$ cat src/rtl/rtc_pkg.sv
// Package: register map, field layout, timing and carrier types for the clock front end
package rtc_pkg;
    localparam logic [7:0]  REG_MONTH_YEAR    = 8'haf;
    localparam logic [7:0]  REG_HOUR_DAY      = 8'hb0;
    localparam logic [7:0]  REG_SEC_MIN       = 8'hb1;
    localparam logic [7:0]  REG_MILLIS_COMMIT = 8'hb2;
    localparam logic [7:0]  REG_SOFT_RESET    = 8'hc5;
    localparam int          HI_LSB            = 8;
    localparam int          LO_LSB            = 0;
    localparam int          CLK_HZ            = 125000000;
    localparam int          MS_PER_S          = 1000;
    localparam int          TICK_CYCLES       = CLK_HZ / MS_PER_S;
    localparam logic [7:0]  RESET_MONTH       = 8'h01;
    localparam logic [7:0]  RESET_YEAR        = 8'h16;
    localparam logic [7:0]  RESET_DAY         = 8'h01;
    localparam logic [7:0]  RESET_ZERO        = 8'h00;
    localparam logic [15:0] KEY_SEED          = 16'ha5c3;
    localparam logic [15:0] KEY_POLY          = 16'hb400;
    localparam logic [7:0]  MONTH_MAX         = 8'h0c;
    localparam logic [7:0]  YEAR_MAX          = 8'h32;
    localparam logic [7:0]  HOUR_MAX          = 8'h17;
    localparam logic [7:0]  DAY_MAX           = 8'h1f;
    localparam logic [7:0]  MINSEC_MAX        = 8'h3b;
    localparam logic [15:0] MILLIS_MAX        = 16'h03e7;

    typedef struct packed {
        logic [7:0]  month;
        logic [7:0]  year;
        logic [7:0]  hour;
        logic [7:0]  day;
        logic [7:0]  sec;
        logic [7:0]  min;
        logic [15:0] millis;
    } time_s;

    typedef struct packed {
        logic        wr;
        logic        rd;
        logic [7:0]  addr;
        logic [15:0] wdata;
    } reg_req_s;
endpackage

$ cat src/rtl/rtc_set_and_soft_reset.sv
// Clock holding-register front end with keyed software reset
`timescale 1ns/1ps
`default_nettype none
module rtc_set_and_soft_reset
    import rtc_pkg::*;
#(
    parameter int TICK = TICK_CYCLES
) (
    input  wire logic        clk_in,
    input  wire logic        nrst_in,
    input  wire reg_req_s    req_in,
    output logic [15:0]      rdata_out,
    output logic             rvalid_out,
    output logic             soft_reset_out,
    output var  time_s       time_out
);
    typedef struct packed {
        time_s       now;
        time_s       pend;
        logic [16:0] tick;
        logic [15:0] key;
        logic        key_armed;
        logic [15:0] rdata;
        logic        rvalid;
        logic        srst;
    } state_s;

    state_s st;
    state_s next_st;

    logic [7:0]  nxt_sec, nxt_min, nxt_hour, nxt_day, nxt_month, nxt_year;
    logic [15:0] nxt_ms;
    logic        c_ms, c_sec, c_min, c_hour, c_day, c_month;
    logic        tick_hit;

    assign tick_hit = (st.tick == 17'(TICK - 1));

    // Field chain, milliseconds up to year
    rtc_wrap_counter #(.W(16)) u_ms (.value_in(st.now.millis), .low_in(16'h0000),
        .high_in(MILLIS_MAX), .step_in(tick_hit), .next_out(nxt_ms), .carry_out(c_ms));
    rtc_wrap_counter #(.W(8)) u_sec (.value_in(st.now.sec), .low_in(RESET_ZERO),
        .high_in(MINSEC_MAX), .step_in(c_ms), .next_out(nxt_sec), .carry_out(c_sec));
    rtc_wrap_counter #(.W(8)) u_min (.value_in(st.now.min), .low_in(RESET_ZERO),
        .high_in(MINSEC_MAX), .step_in(c_sec), .next_out(nxt_min), .carry_out(c_min));
    // Hour wraps 23 to 0, so 24 is coded 0
    rtc_wrap_counter #(.W(8)) u_hour (.value_in(st.now.hour), .low_in(RESET_ZERO),
        .high_in(HOUR_MAX), .step_in(c_min), .next_out(nxt_hour), .carry_out(c_hour));
    rtc_wrap_counter #(.W(8)) u_day (.value_in(st.now.day), .low_in(RESET_DAY),
        .high_in(DAY_MAX), .step_in(c_hour), .next_out(nxt_day), .carry_out(c_day));
    // Month 1..12 binary
    rtc_wrap_counter #(.W(8)) u_month (.value_in(st.now.month), .low_in(RESET_MONTH),
        .high_in(MONTH_MAX), .step_in(c_day), .next_out(nxt_month), .carry_out(c_month));
    rtc_wrap_counter #(.W(8)) u_year (.value_in(st.now.year), .low_in(RESET_YEAR),
        .high_in(YEAR_MAX), .step_in(c_month), .next_out(nxt_year), .carry_out());

    always_comb begin
        next_st        = st;
        next_st.rvalid = 1'b0;
        next_st.srst   = 1'b0;
        next_st.tick   = tick_hit ? 17'h00000 : st.tick + 17'h00001;
        // Key generator, steps every cycle but holds while a key is being read or is armed
        next_st.key    = {1'b0, st.key[15:1]} ^ (st.key[0] ? KEY_POLY : 16'h0000);
        next_st.now    = '{month: nxt_month, year: nxt_year, hour: nxt_hour, day: nxt_day,
                           sec: nxt_sec, min: nxt_min, millis: nxt_ms};
        if (req_in.wr) begin
            if (req_in.addr == REG_MONTH_YEAR) begin
                next_st.pend.month = req_in.wdata[HI_LSB +: 8];
                next_st.pend.year  = req_in.wdata[LO_LSB +: 8];
            end else if (req_in.addr == REG_HOUR_DAY) begin
                next_st.pend.hour = req_in.wdata[HI_LSB +: 8];
                next_st.pend.day  = req_in.wdata[LO_LSB +: 8];
            end else if (req_in.addr == REG_SEC_MIN) begin
                next_st.pend.sec = req_in.wdata[HI_LSB +: 8];
                next_st.pend.min = req_in.wdata[LO_LSB +: 8];
            end else if (req_in.addr == REG_MILLIS_COMMIT) begin
                // Commit all pending fields at once
                next_st.now        = st.pend;
                next_st.now.millis = req_in.wdata;
                next_st.pend.millis = req_in.wdata;
                next_st.tick       = 17'h00000;
            end else if (req_in.addr == REG_SOFT_RESET) begin
                // Exact match against the key last read
                next_st.srst      = st.key_armed && (req_in.wdata == st.key);
                next_st.key_armed = 1'b0;
            end
        end else if (req_in.rd) begin
            next_st.rvalid = 1'b1;
            next_st.rdata  = 16'h0000;
            if (req_in.addr == REG_MONTH_YEAR) begin
                next_st.rdata = {st.now.month, st.now.year};
            end else if (req_in.addr == REG_HOUR_DAY) begin
                next_st.rdata = {st.now.hour, st.now.day};
            end else if (req_in.addr == REG_SEC_MIN) begin
                next_st.rdata = {st.now.sec, st.now.min};
            end else if (req_in.addr == REG_MILLIS_COMMIT) begin
                next_st.rdata = st.now.millis;
            end else if (req_in.addr == REG_SOFT_RESET) begin
                // Hand out the key and hold it for the write-back
                next_st.rdata     = st.key;
                next_st.key       = st.key;
                next_st.key_armed = 1'b1;
            end
        end
        if (st.key_armed && !(req_in.rd && req_in.addr == REG_SOFT_RESET)) begin
            next_st.key = st.key;
        end
    end

    always_ff @(posedge clk_in or negedge nrst_in) begin
        if (!nrst_in) begin
            st           <= '0;
            st.now.month <= RESET_MONTH;
            st.now.year  <= RESET_YEAR;
            st.now.day   <= RESET_DAY;
            st.pend.month <= RESET_MONTH;
            st.pend.year <= RESET_YEAR;
            st.pend.day  <= RESET_DAY;
            st.key       <= KEY_SEED;
        end else begin
            st <= next_st;
        end
    end

    assign rdata_out      = st.rdata;
    assign rvalid_out     = st.rvalid;
    assign soft_reset_out = st.srst;
    assign time_out       = st.now;
endmodule
`default_nettype wire

$ cat src/rtl/rtc_wrap_counter.sv
// Wrapping field counter used for each clock field
`timescale 1ns/1ps
`default_nettype none
module rtc_wrap_counter #(
    parameter int W = 8
) (
    input  wire logic [W-1:0] value_in,
    input  wire logic [W-1:0] low_in,
    input  wire logic [W-1:0] high_in,
    input  wire logic         step_in,
    output logic [W-1:0]      next_out,
    output logic              carry_out
);
    always_comb begin
        next_out  = value_in;
        carry_out = 1'b0;
        if (step_in) begin
            if (value_in >= high_in) begin
                next_out  = low_in;
                carry_out = 1'b1;
            end else begin
                next_out = value_in + {{(W-1){1'b0}}, 1'b1};
            end
        end
    end
endmodule
`default_nettype wire

$ cat config.mk
export PLATFORM = sky130hd
export DESIGN_NAME = rtc_set_and_soft_reset
export DESIGN_NICKNAME = d
export VERILOG_FILES = /design/src/rtl/rtc_pkg.sv /design/src/rtl/rtc_set_and_soft_reset.sv /design/src/rtl/rtc_wrap_counter.sv
export SDC_FILE = /design/constraint.sdc
export NUM_CORES = 1
export LEC_CHECK = 0
export BUFFER_PORTS_ARGS = -buffer_cell sky130_fd_sc_hd__buf_2
export CAP_MARGIN = 20
export CORE_MARGIN = 5
export CORE_UTILIZATION = 30
export CTS_CLUSTER_DIAMETER = 120
export CTS_CLUSTER_SIZE = 25
export DETAILED_ROUTE_END_ITERATION = 16
export PLACE_DENSITY = 0.44
export SYNTH_ARGS = -nofsm -noshare
export SYNTH_HDL_FRONTEND = slang
export SYNTH_SLANG_ARGS = --single-unit
$ cat constraint.sdc
create_clock -name clk_in -period 2.8 [get_ports clk_in]
set_input_delay 0 -clock clk_in [delete_from_list [all_inputs] [get_ports clk_in]]
set_output_delay 0 -clock clk_in [all_outputs]
set_load 0.1 [all_outputs]
* After elaboration in Yosys (flattened, before gate mapping) *
Cells that the tools add are included.

word-level totals
  output and inout port bits = 82
  word-level logic and storage cells = 126
  input port bits = 28
  register bits = 180

operators by class
  reduce and logical (&&, ||, !) cells = 12
  bitwise operators = 7
  $add $sub $neg = 8
  $lt $le $gt $ge = 7
  eq/ne operators = 8
  multiplexer cells = 64

operators with widths
  cell                                                   count
  2-to-1 mux 64 bit                                      4
  2-to-1 mux 16 bit                                      11
  2-to-1 mux 145 bit                                     1
  2-to-1 mux 33 bit                                      3
  2-to-1 mux 8 bit                                       12
  2-to-1 mux 17 bit                                      5
  2-to-1 mux 65 bit                                      1
  2-to-1 mux 49 bit                                      1
  adder 8 x 1 -> 8 bit, second input constant            6
  == test 8 bit, second input constant                   5
  2-to-1 mux 34 bit                                      1
  2-to-1 mux 1 bit                                       25
  >= comparator 8 x 6 -> 1 bit, second input constant    3
  adder 17 x 1 -> 17 bit, second input constant          1
  == test 17 bit, second input constant                  1
  adder 16 x 1 -> 16 bit, second input constant          1
  == test 16 bit                                         1
  >= comparator 16 x 10 -> 1 bit, second input constant  1
  >= comparator 8 x 5 -> 1 bit, second input constant    2
  bitwise XOR 15 x 16 -> 16 bit                          1
  >= comparator 8 x 4 -> 1 bit, second input constant    1
  != test 7 x 3 -> 1 bit, second input constant          1
  inverter 1 bit                                         6
  AND reduction 2 bit                                    3
  7 further kinds                                        9

* Depth between registers and ports, before layout *
Gate-level depths: netlist (run 1).

  depth after elaboration = 14
  gate-level depth with buffers = 8
  depth with buffers taken out = 7

* Hierarchy *
A second synthesis (run 1) with hierarchy kept.

unflattened totals
  cells, all modules = 1228
  area total of the unflattened synthesis = 12525.8 µm²

by module, submodules not included
  module                         times used  cells an instance  area an instance (µm²)
  rtc_set_and_soft_reset         1           602                8065.2
  rtc_wrap_counter at u_min ...  4           81                 604.3
  rtc_wrap_counter at u_ms       1           158                1039.7
  rtc_wrap_counter at u_day ...  2           72                 501.7

* Worst setup path after synthesis (run 1) *
OpenSTA, ideal clock, no wires.

  kind = register to register
  from = reg st[35] (netlist bit)
  to = reg st, in the netlist time_out[59]
  stages on the path, launching flop included = 8
  data arrival time = 2.075 ns
  slack = 0.634 ns
  data required time = 2.708 ns
  path through = dfrtp_1 ha_1 nor4b_1 nand4_1 a2111oi_4 buf_6 a31oi_1 o31ai_2

RTL lines
  element                 RTL line                       source
  from (decl)             rtc_set_and_soft_reset.sv:28   state_s st;
  from (signal assigned)  rtc_set_and_soft_reset.sv:120  st <= next_st;

==> summary.txt, run 1 <==
STA
  • Fmax achieved: 396 MHz
  • Tightest Pin Transition: ~940 ps
  • Setup_tns: 0 ps
  • Relative slew slack: 37.4%
  • RSZ-0062 raised after global routing: no
  • Min Hold Slack: about 120 ps
  • Fin Clk Skew: between 10 and 15 ps
  • Max Transition Viols Final: 0
  • Final hold vios: 0
  • Fin crit share: between 90 and 100%
  • Tmin final: approximately 2500 ps
  • Setup violations, final: 0

Clock network
  • Post-CTS Hold Buffers: 18
  • CTS buffer count: 17
  • CTS H-tree lvls: 4
  • Number of setup buffers added after CTS: 0
  • Post-cts resize count: 0
  • CTS tree: done
  • Root Driver: clkbuf_16
  • Clock latency at the later pin of the worst-skew pair: approximately 430 ps
  • Clk buf depth: 2
  • CTS Sinks: between 150 and 200
  • Clock transition at path regs: around 70 ps

Logic synthesis
  • Largest area contributor in the netlist: dfrtp_1
  • Asr flop ratio synth: 100%
  • Synthesized flop and latch total: between 150 and 200
  • Synth area leaders: dfrtp_1, mux2_2, buf_4
  • Synth Warn #: 0
  • Distinct cells, synth: 70
  • Synth Net Count: between 900 and 1,000
  • EDFF count, synth: 0
  • Main synth FF type: dfrtp_1
  • Seq/Total Area, Yosys: a little under half
  • Top cell type's share of synthesized area: between 40% and 50%
  • Synthesized area: between 0.008 and 0.009 mm²
  • Syn avg cell area: slightly above 10 µm²
  • Mapped Cells: around 900

Floorplanning
  • Rows: 63
  • Die area: roughly 0.033 mm²
  • Initial Util: 30.4%
  • Die height: 183 µm
  • Core ar.: between 0.02 and 0.03 mm²
  • Die width: between 150 and 200 µm
  • Top Ports: 110

Global route
  • GRT Residual Overflow: 0
  • Vias in the first global route: 6,907
  • M2 GR Usage: between 20% and 30%
  • GR Util met1: about a quarter
  • Met3 Usage GRT: 2.92%
  • First-pass GRT wire length: between 40,000 and 50,000 µm
  • All-Layer GR Usage: between 15 and 20%
  • Most used routing layer: met2
  • Initial antenna violation count: 0
  • Pin count of the biggest net entering global routing: 67

Placed design
  • IO Port Bufs: about 110
  • RePlAce Congestion: about 0.82
  • Dpl cells: 1,296
  • Detail Placement HPWL: about 22,000 µm

Worst setup path
  • CP delay by family, top: compound AO/OA/AOI/OAI gates
  • Worst path required time: roughly 3200 ps
  • CP Buf/Inv Count: 0
  • Critical-path maximum fanout: 9
  • CP max stage delay: around 570 ps
  • CP Class: reg -> reg
  • Critical path startpoint category: flop
  • Crit-path cells: ha_1, a211oi_1, nor3_2, o211ai_1, o41ai_1, o22a_1
  • CP Capture Type: flop
  • Max stage delay cell, worst path: nor3_2
  • Crit path DAT: approximately 2900 ps

Final layout
  • Utilization after layout: roughly a third
  • Synth-to-Final Area Change: 14.1%
  • Net count, final: between 900 and 1,000
  • Final std cells w/o fill: between 1,000 and 1,500
  • Layout cell share with drive strength beyond 1: approximately 28%
  • Fillcell total: approximately 3,000
  • Number of diodes: 0

Status
  • Status: complete, no violations

Routing
  • DR iter-0 viols: 626
  • Routed Wire Length: 30,000 µm
  • Post-route antenna net violation count: 0
  • Drc violations: 0
  • DR pass1 iterations: 5
  • WL/cell: between 20 and 25 µm
  • Via count: 6,977
  • Vias per inst: between 5 and 6

Power
  • Lkg Pwr: roughly 4.4 nW
  • Pwr/cell area: ~630 mW/mm²
  • Max IR drop VDD: just over 0.4 mV
  • Total power: 6.49 mW

Min path
  • Hold Crit Class: in -> reg

Flow run
  • Max-Cap Viols: 0
power breakdown:
part	internal, mW	leakage [nW]	switching (mW)	total, mW
registers	2.54	1.98	0.221	2.76
clock network	1.33	0.287	1.01	2.34
logic	0.340	2.18	1.05	1.39
total	4.21	4.44	2.28	6.49
worst paths after layout:
path | start | endpoint | slack, ps | cells past startpoint
max reg2reg | time_out[1] | time_out[20] | 280 | 6
max | time_out[1] | time_out[20] | 280 | 6
min in group asynchronous | nrst_in | st[107] | 140 | 2
min | req_in[24] | rvalid_out | 120 | 4
max in group asynchronous | nrst_in | st[34] | 1780 | 3
min reg2reg | st[35] | st[35] | 450 | 1
Yosys cell counts, types with 22 or more instances:
cell,n
dfrtp_1,146
buf_4,80
nand2_1,80
nor2_1,75
mux2_2,64
o21ai_0,43
clkbuf_1,32
a31oi_1,31
a22oi_1,29
xor2_1,28
nand3_1,22
state kept, by name (all words and copies together) (netlist names):
signal,flops
rdata_out,16
time_out,64
soft_reset_out,1
rvalid_out,1
st,82
metrics by stage:
step | instance area [µm²] | setup WS (ps)
final | 10200 | 277
after detailed placement | 9490 | 272
after CTS | 10200 | 258
after global placement | 9490 | 302
after global routing | 10200 | 127
after floorplan | 8980 | 634
tightest hold or removal path: cells and delay by family:
family | cells | cell delay (ps)
and+or+nand+nor | 1 | 100
buffers and inverters | 3 | 370
routing by layer:
metal  up-vias  share of wire (%)
met1      3539                 48
met3        18                3.5
met4         0                1.2
li1       3277                  -
met5         -                  0
met2       143                 48
final cells by class:
type,instances,area (µm²),area share (%)
Sequential cell,164,4130,40.3
Clock inverter,10,96.3,0.940
Inverter,12,45.0,0.440
Timing Repair Buffer,157,970,9.46
Multi-Input combinational cell,591,4040,39.4
Clock buffer,22,484,4.73
Tap cell,390,488,4.76
placed cells by master, fill, tap and decap left out, types with 3 or more instances in the layout:
cell type	count
dlygate4sd3_1	18
nand3b_1	4
nor2_1	75
or4_1	3
buf_2	108
dfstp_2	18
ha_1	10
buf_4	29
clkbuf_16	17
mux2_2	64
o31ai_1	15
clkbuf_8	4
a41oi_1	14
clkinv_2	3
a22oi_1	29
and4_1	6
and2_1	12
or3_1	3
inv_1	11
a21o_1	4
nor4b_1	6
nor4_1	6
nand2_1	80
o2111ai_1	3
nand2b_1	6
dfrtp_1	146
nand3_1	22
xor2_1	28
and3_1	12
o21ai_0	43
nor3_2	3
clkinv_4	3
o21ai_1	3
xnor2_1	10
a21oi_1	14
nor3_1	11
a22o_1	9
a31oi_1	31
nand4_1	18
cells by family (layout without fill, tap and decap cells):
| kind of cell | Yosys count | after routing | share of synthesized area [%] |
|---|---|---|---|
| xor gates and xnor gates | 38 | 38 | 3.71 |
| DFF | 164 | 164 | 46.0 |
| and+or+nand+nor | 282 | 282 | 15.9 |
| adders and majority gates | 10 | 10 | 1.39 |
| buffers and inverters | 135 | 201 | 9.25 |
| AOI/OAI and AO/OA | 195 | 195 | 15.5 |
| muxes | 66 | 66 | 8.25 |
No activity file was read; power rests on OpenSTA's default activity.
==> run 2, diff against run 1 <==
CORE_ASPECT_RATIO = 0.7   (was not set)
CTS_BUF_LIST = sky130_fd_sc_hd__clkbuf_16   (was not set)
==> run 2 against run 1 <==
Setup slack worse by 14 ps. First-iteration DRC count up 18%. Non-clock buffer count is 4 higher. Via count grew 3.2%. Register-to-register slack hardly changed. Fmax down 0.54%. Die area grew 0.17%. Total power increased by 1.0%. Utilization shrank 0.16 points. Clock skew fell by 1.4 ps. Global-route usage grew 1.0 points. Largest power group unchanged.
==> summary.txt, run 2 (same netlist as run 1, synthesis figures left out) <==
Status
  • Status: complete, no violations (unchanged)

Clock network
  • Clk buf depth: 2 (unchanged)
  • Clock latency at the later pin of the worst-skew pair: 440 ps (was 430 ps)
  • CTS tree: done (unchanged)
  • CTS H-tree lvls: 4 (unchanged)
  • Post-cts resize count: 0 (unchanged)
  • Clock transition at path regs: 70 ps (about the same)
  • Root Driver: clkbuf_16 (unchanged)
  • CTS Sinks: 164 (unchanged)
  • CTS buffer count: 17 (unchanged)

Worst setup path
  • Worst r2r src: st[35] (was time_out[1])
  • Worst R2R End: time_out[40] (was time_out[20])
  • Worst path required time: 3160 ps (was 3170 ps)
  • Worst R2R Setup Slack: 260 ps (was 280 ps)
  • Crit path DAT: 2900 ps (was 2890 ps)
  • CP Capture Type: flop (unchanged)
  • CP Class: reg -> reg (unchanged)
  • Setup crit start: st[35] (was time_out[1])
  • Critical-path maximum fanout: 13 (was 9)
  • CP endpoint: time_out[40] (was time_out[20])
  • Reg2Reg Depth: 7 (was 6)
  • Critical path startpoint category: flop (unchanged)

Global route
  • Initial antenna violation count: 2 (was 0)
  • First-pass GRT wire length: 47,100 µm (was 45,100 µm)
  • GRT Residual Overflow: 0 (unchanged)
  • Pin count of the biggest net entering global routing: 66 (was 67)
  • Vias in the first global route: 6,958 (was 6,907)
  • All-Layer GR Usage: 18.7% (was 17.7%)

STA
  • Fin crit share: 90.6% (was 90.1%)
  • Setup violations, final: 0 (unchanged)
  • Max Transition Viols Final: 0 (unchanged)
  • Setup_tns: 0 ps (unchanged)
  • Tmin final: 2540 ps (was 2520 ps)
  • Tightest Pin Transition: 771 ps (was 937 ps)
  • RSZ-0062 raised after global routing: no (unchanged)
  • Fmax achieved: 394 MHz (was 396 MHz)
  • Min Hold Slack: 74.3 ps (was 123 ps)
  • Final hold vios: 0 (unchanged)
  • Fin Clk Skew: 11.7 ps (was 13.1 ps)
  • Relative slew slack: 48.5% (was 37.4%)

Floorplanning
  • Top Ports: 110 (unchanged)
  • Rows: 53 (was 63)
  • Initial Util: 30.2% (was 30.4%)
  • Die width: 217 µm (was 183 µm)
  • Die height: 155 µm (was 183 µm)
  • Die area: 0.0335 mm² (about the same)
  • Core ar.: 0.0298 mm² (was 0.0296 mm²)

Routing
  • Routed Wire Length: 31,400 µm (was 30,000 µm)
  • Post-route antenna net violation count: 0 (unchanged)
  • WL/cell: 23.3 µm (was 22.3 µm)
  • DR iter-0 viols: 740 (was 626)
  • DR pass1 iterations: 5 (unchanged)
  • Drc violations: 0 (unchanged)
  • Vias per inst: 5.35 (was 5.18)
  • Via count: 7,201 (was 6,977)

Placed design
  • RePlAce Congestion: 0.830 (was 0.817)
  • Detail Placement HPWL: 23,600 µm (was 22,200 µm)
  • IO Port Bufs: 109 (unchanged)

Final layout
  • Leading cell type in the layout, fill and taps excluded: dfrtp_1 (unchanged)
  • Net count, final: 985 (was 981)
  • Layout cell share with drive strength beyond 1: 28.5% (was 28.2%)
  • Top reg by flops: st (unchanged)
  • Fillcell total: 3,036 (was 3,033)
  • Most frequent cells in the layout: dfrtp_1, buf_2, nand2_1, nor2_1, mux2_2 (unchanged)
  • Max reg flops: 82 (unchanged)
  • Synth-to-Final Area Change: 14.4% (was 14.1%)

Power
  • Lkg Pwr: 4.46 nW (was 4.44 nW)
  • Max IR drop VDD: 0.378 mV (was 0.412 mV)
  • Pwr/cell area: 638 mW/mm² (was 633 mW/mm²)

Flow run
  • Max-Cap Viols: 0 (unchanged)

Min path
  • Hold Crit Class: in -> async (was in -> reg)
run 2: cell types whose count changed in the layout (fill, tap and decap cells not counted), moves of 2 or more:
cell / previous run / this run
buf_4: 29 / 32
clkinv_4: 3 / 1
inv_6: 2 / 6
clkbuf_8: 4 / 0
run 2: worst max-delay path, stage by stage, from the launching register on:
cell and delay (ps):
dfrtp_1 370, ha_1 270, nor4b_1 320, and4_1 410, o2111ai_4 280, buf_4 270
or3_1 360, a31oi_1 170
run 2: timing repair:
action                                 4_1_cts  5_1_grt
endpoints found under the hold margin      146        0
hold buffers                                18        0
buffers inserted                             0        0
run 2: through the flow:
step / cells / utilization (%) / power [mW] / setup slack [ps] / cell area, µm²
after global routing: 1345 / 34.5 / 6.80 / 60.4 / 10300
after detailed placement: 1295 / 31.9 / 4.19 / 291 / 9510
after global placement: 1295 / 31.9 / 4.19 / 336 / 9510
after CTS: 1345 / 34.5 / 6.61 / 273 / 10300
final: 1346 / 34.5 / 6.55 / 263 / 10300
after floorplan: 890 / - / 3.88 / 634 / 8980
run 2: report_power, final:
part / switching (mW) / internal (mW) / total (mW)
clock: 1.07 / 1.32 / 2.39
sequential: 0.228 / 2.54 / 2.77
combinational: 1.06 / 0.339 / 1.40
total: 2.35 / 4.20 / 6.55
run 2: how the worst min path moves through the flow:
stage                  from            to  slack (ps)
finish              nrst_in        st[48]          70
global route        nrst_in        st[41]         130
CTS                 nrst_in        st[41]         100
detailed placement  nrst_in        st[50]         -20
global placement    nrst_in        st[50]         -20
floorplan           nrst_in  rdata_out[0]        -300
run 2: final cells by class:
type	count	area [µm²]	share of cell area (%)
antenna	1	2.50	0.0244
clock buffer	17	425	4.14
clock inverter	15	153	1.49
inverter	12	45.0	0.438
multi-input combinational	591	4030	39.2
sequential	164	4130	40.2
tap	385	482	4.69
timing repair buffer	161	1010	9.85
run 2: metal layers:
| layer | wire [µm] | track usage [%] | share of wire, % | up-vias |
|---|---|---|---|---|
| met1 | 15500 | 28.5 | 49 | 3628 |
| met5 | 0 | 0 | 0 | - |
| li1 | - | - | - | 3291 |
| met4 | 300 | 3.48 | 0.96 | 0 |
| met3 | 2750 | 6.38 | 8.8 | 25 |
| met2 | 12800 | 25.7 | 41 | 257 |
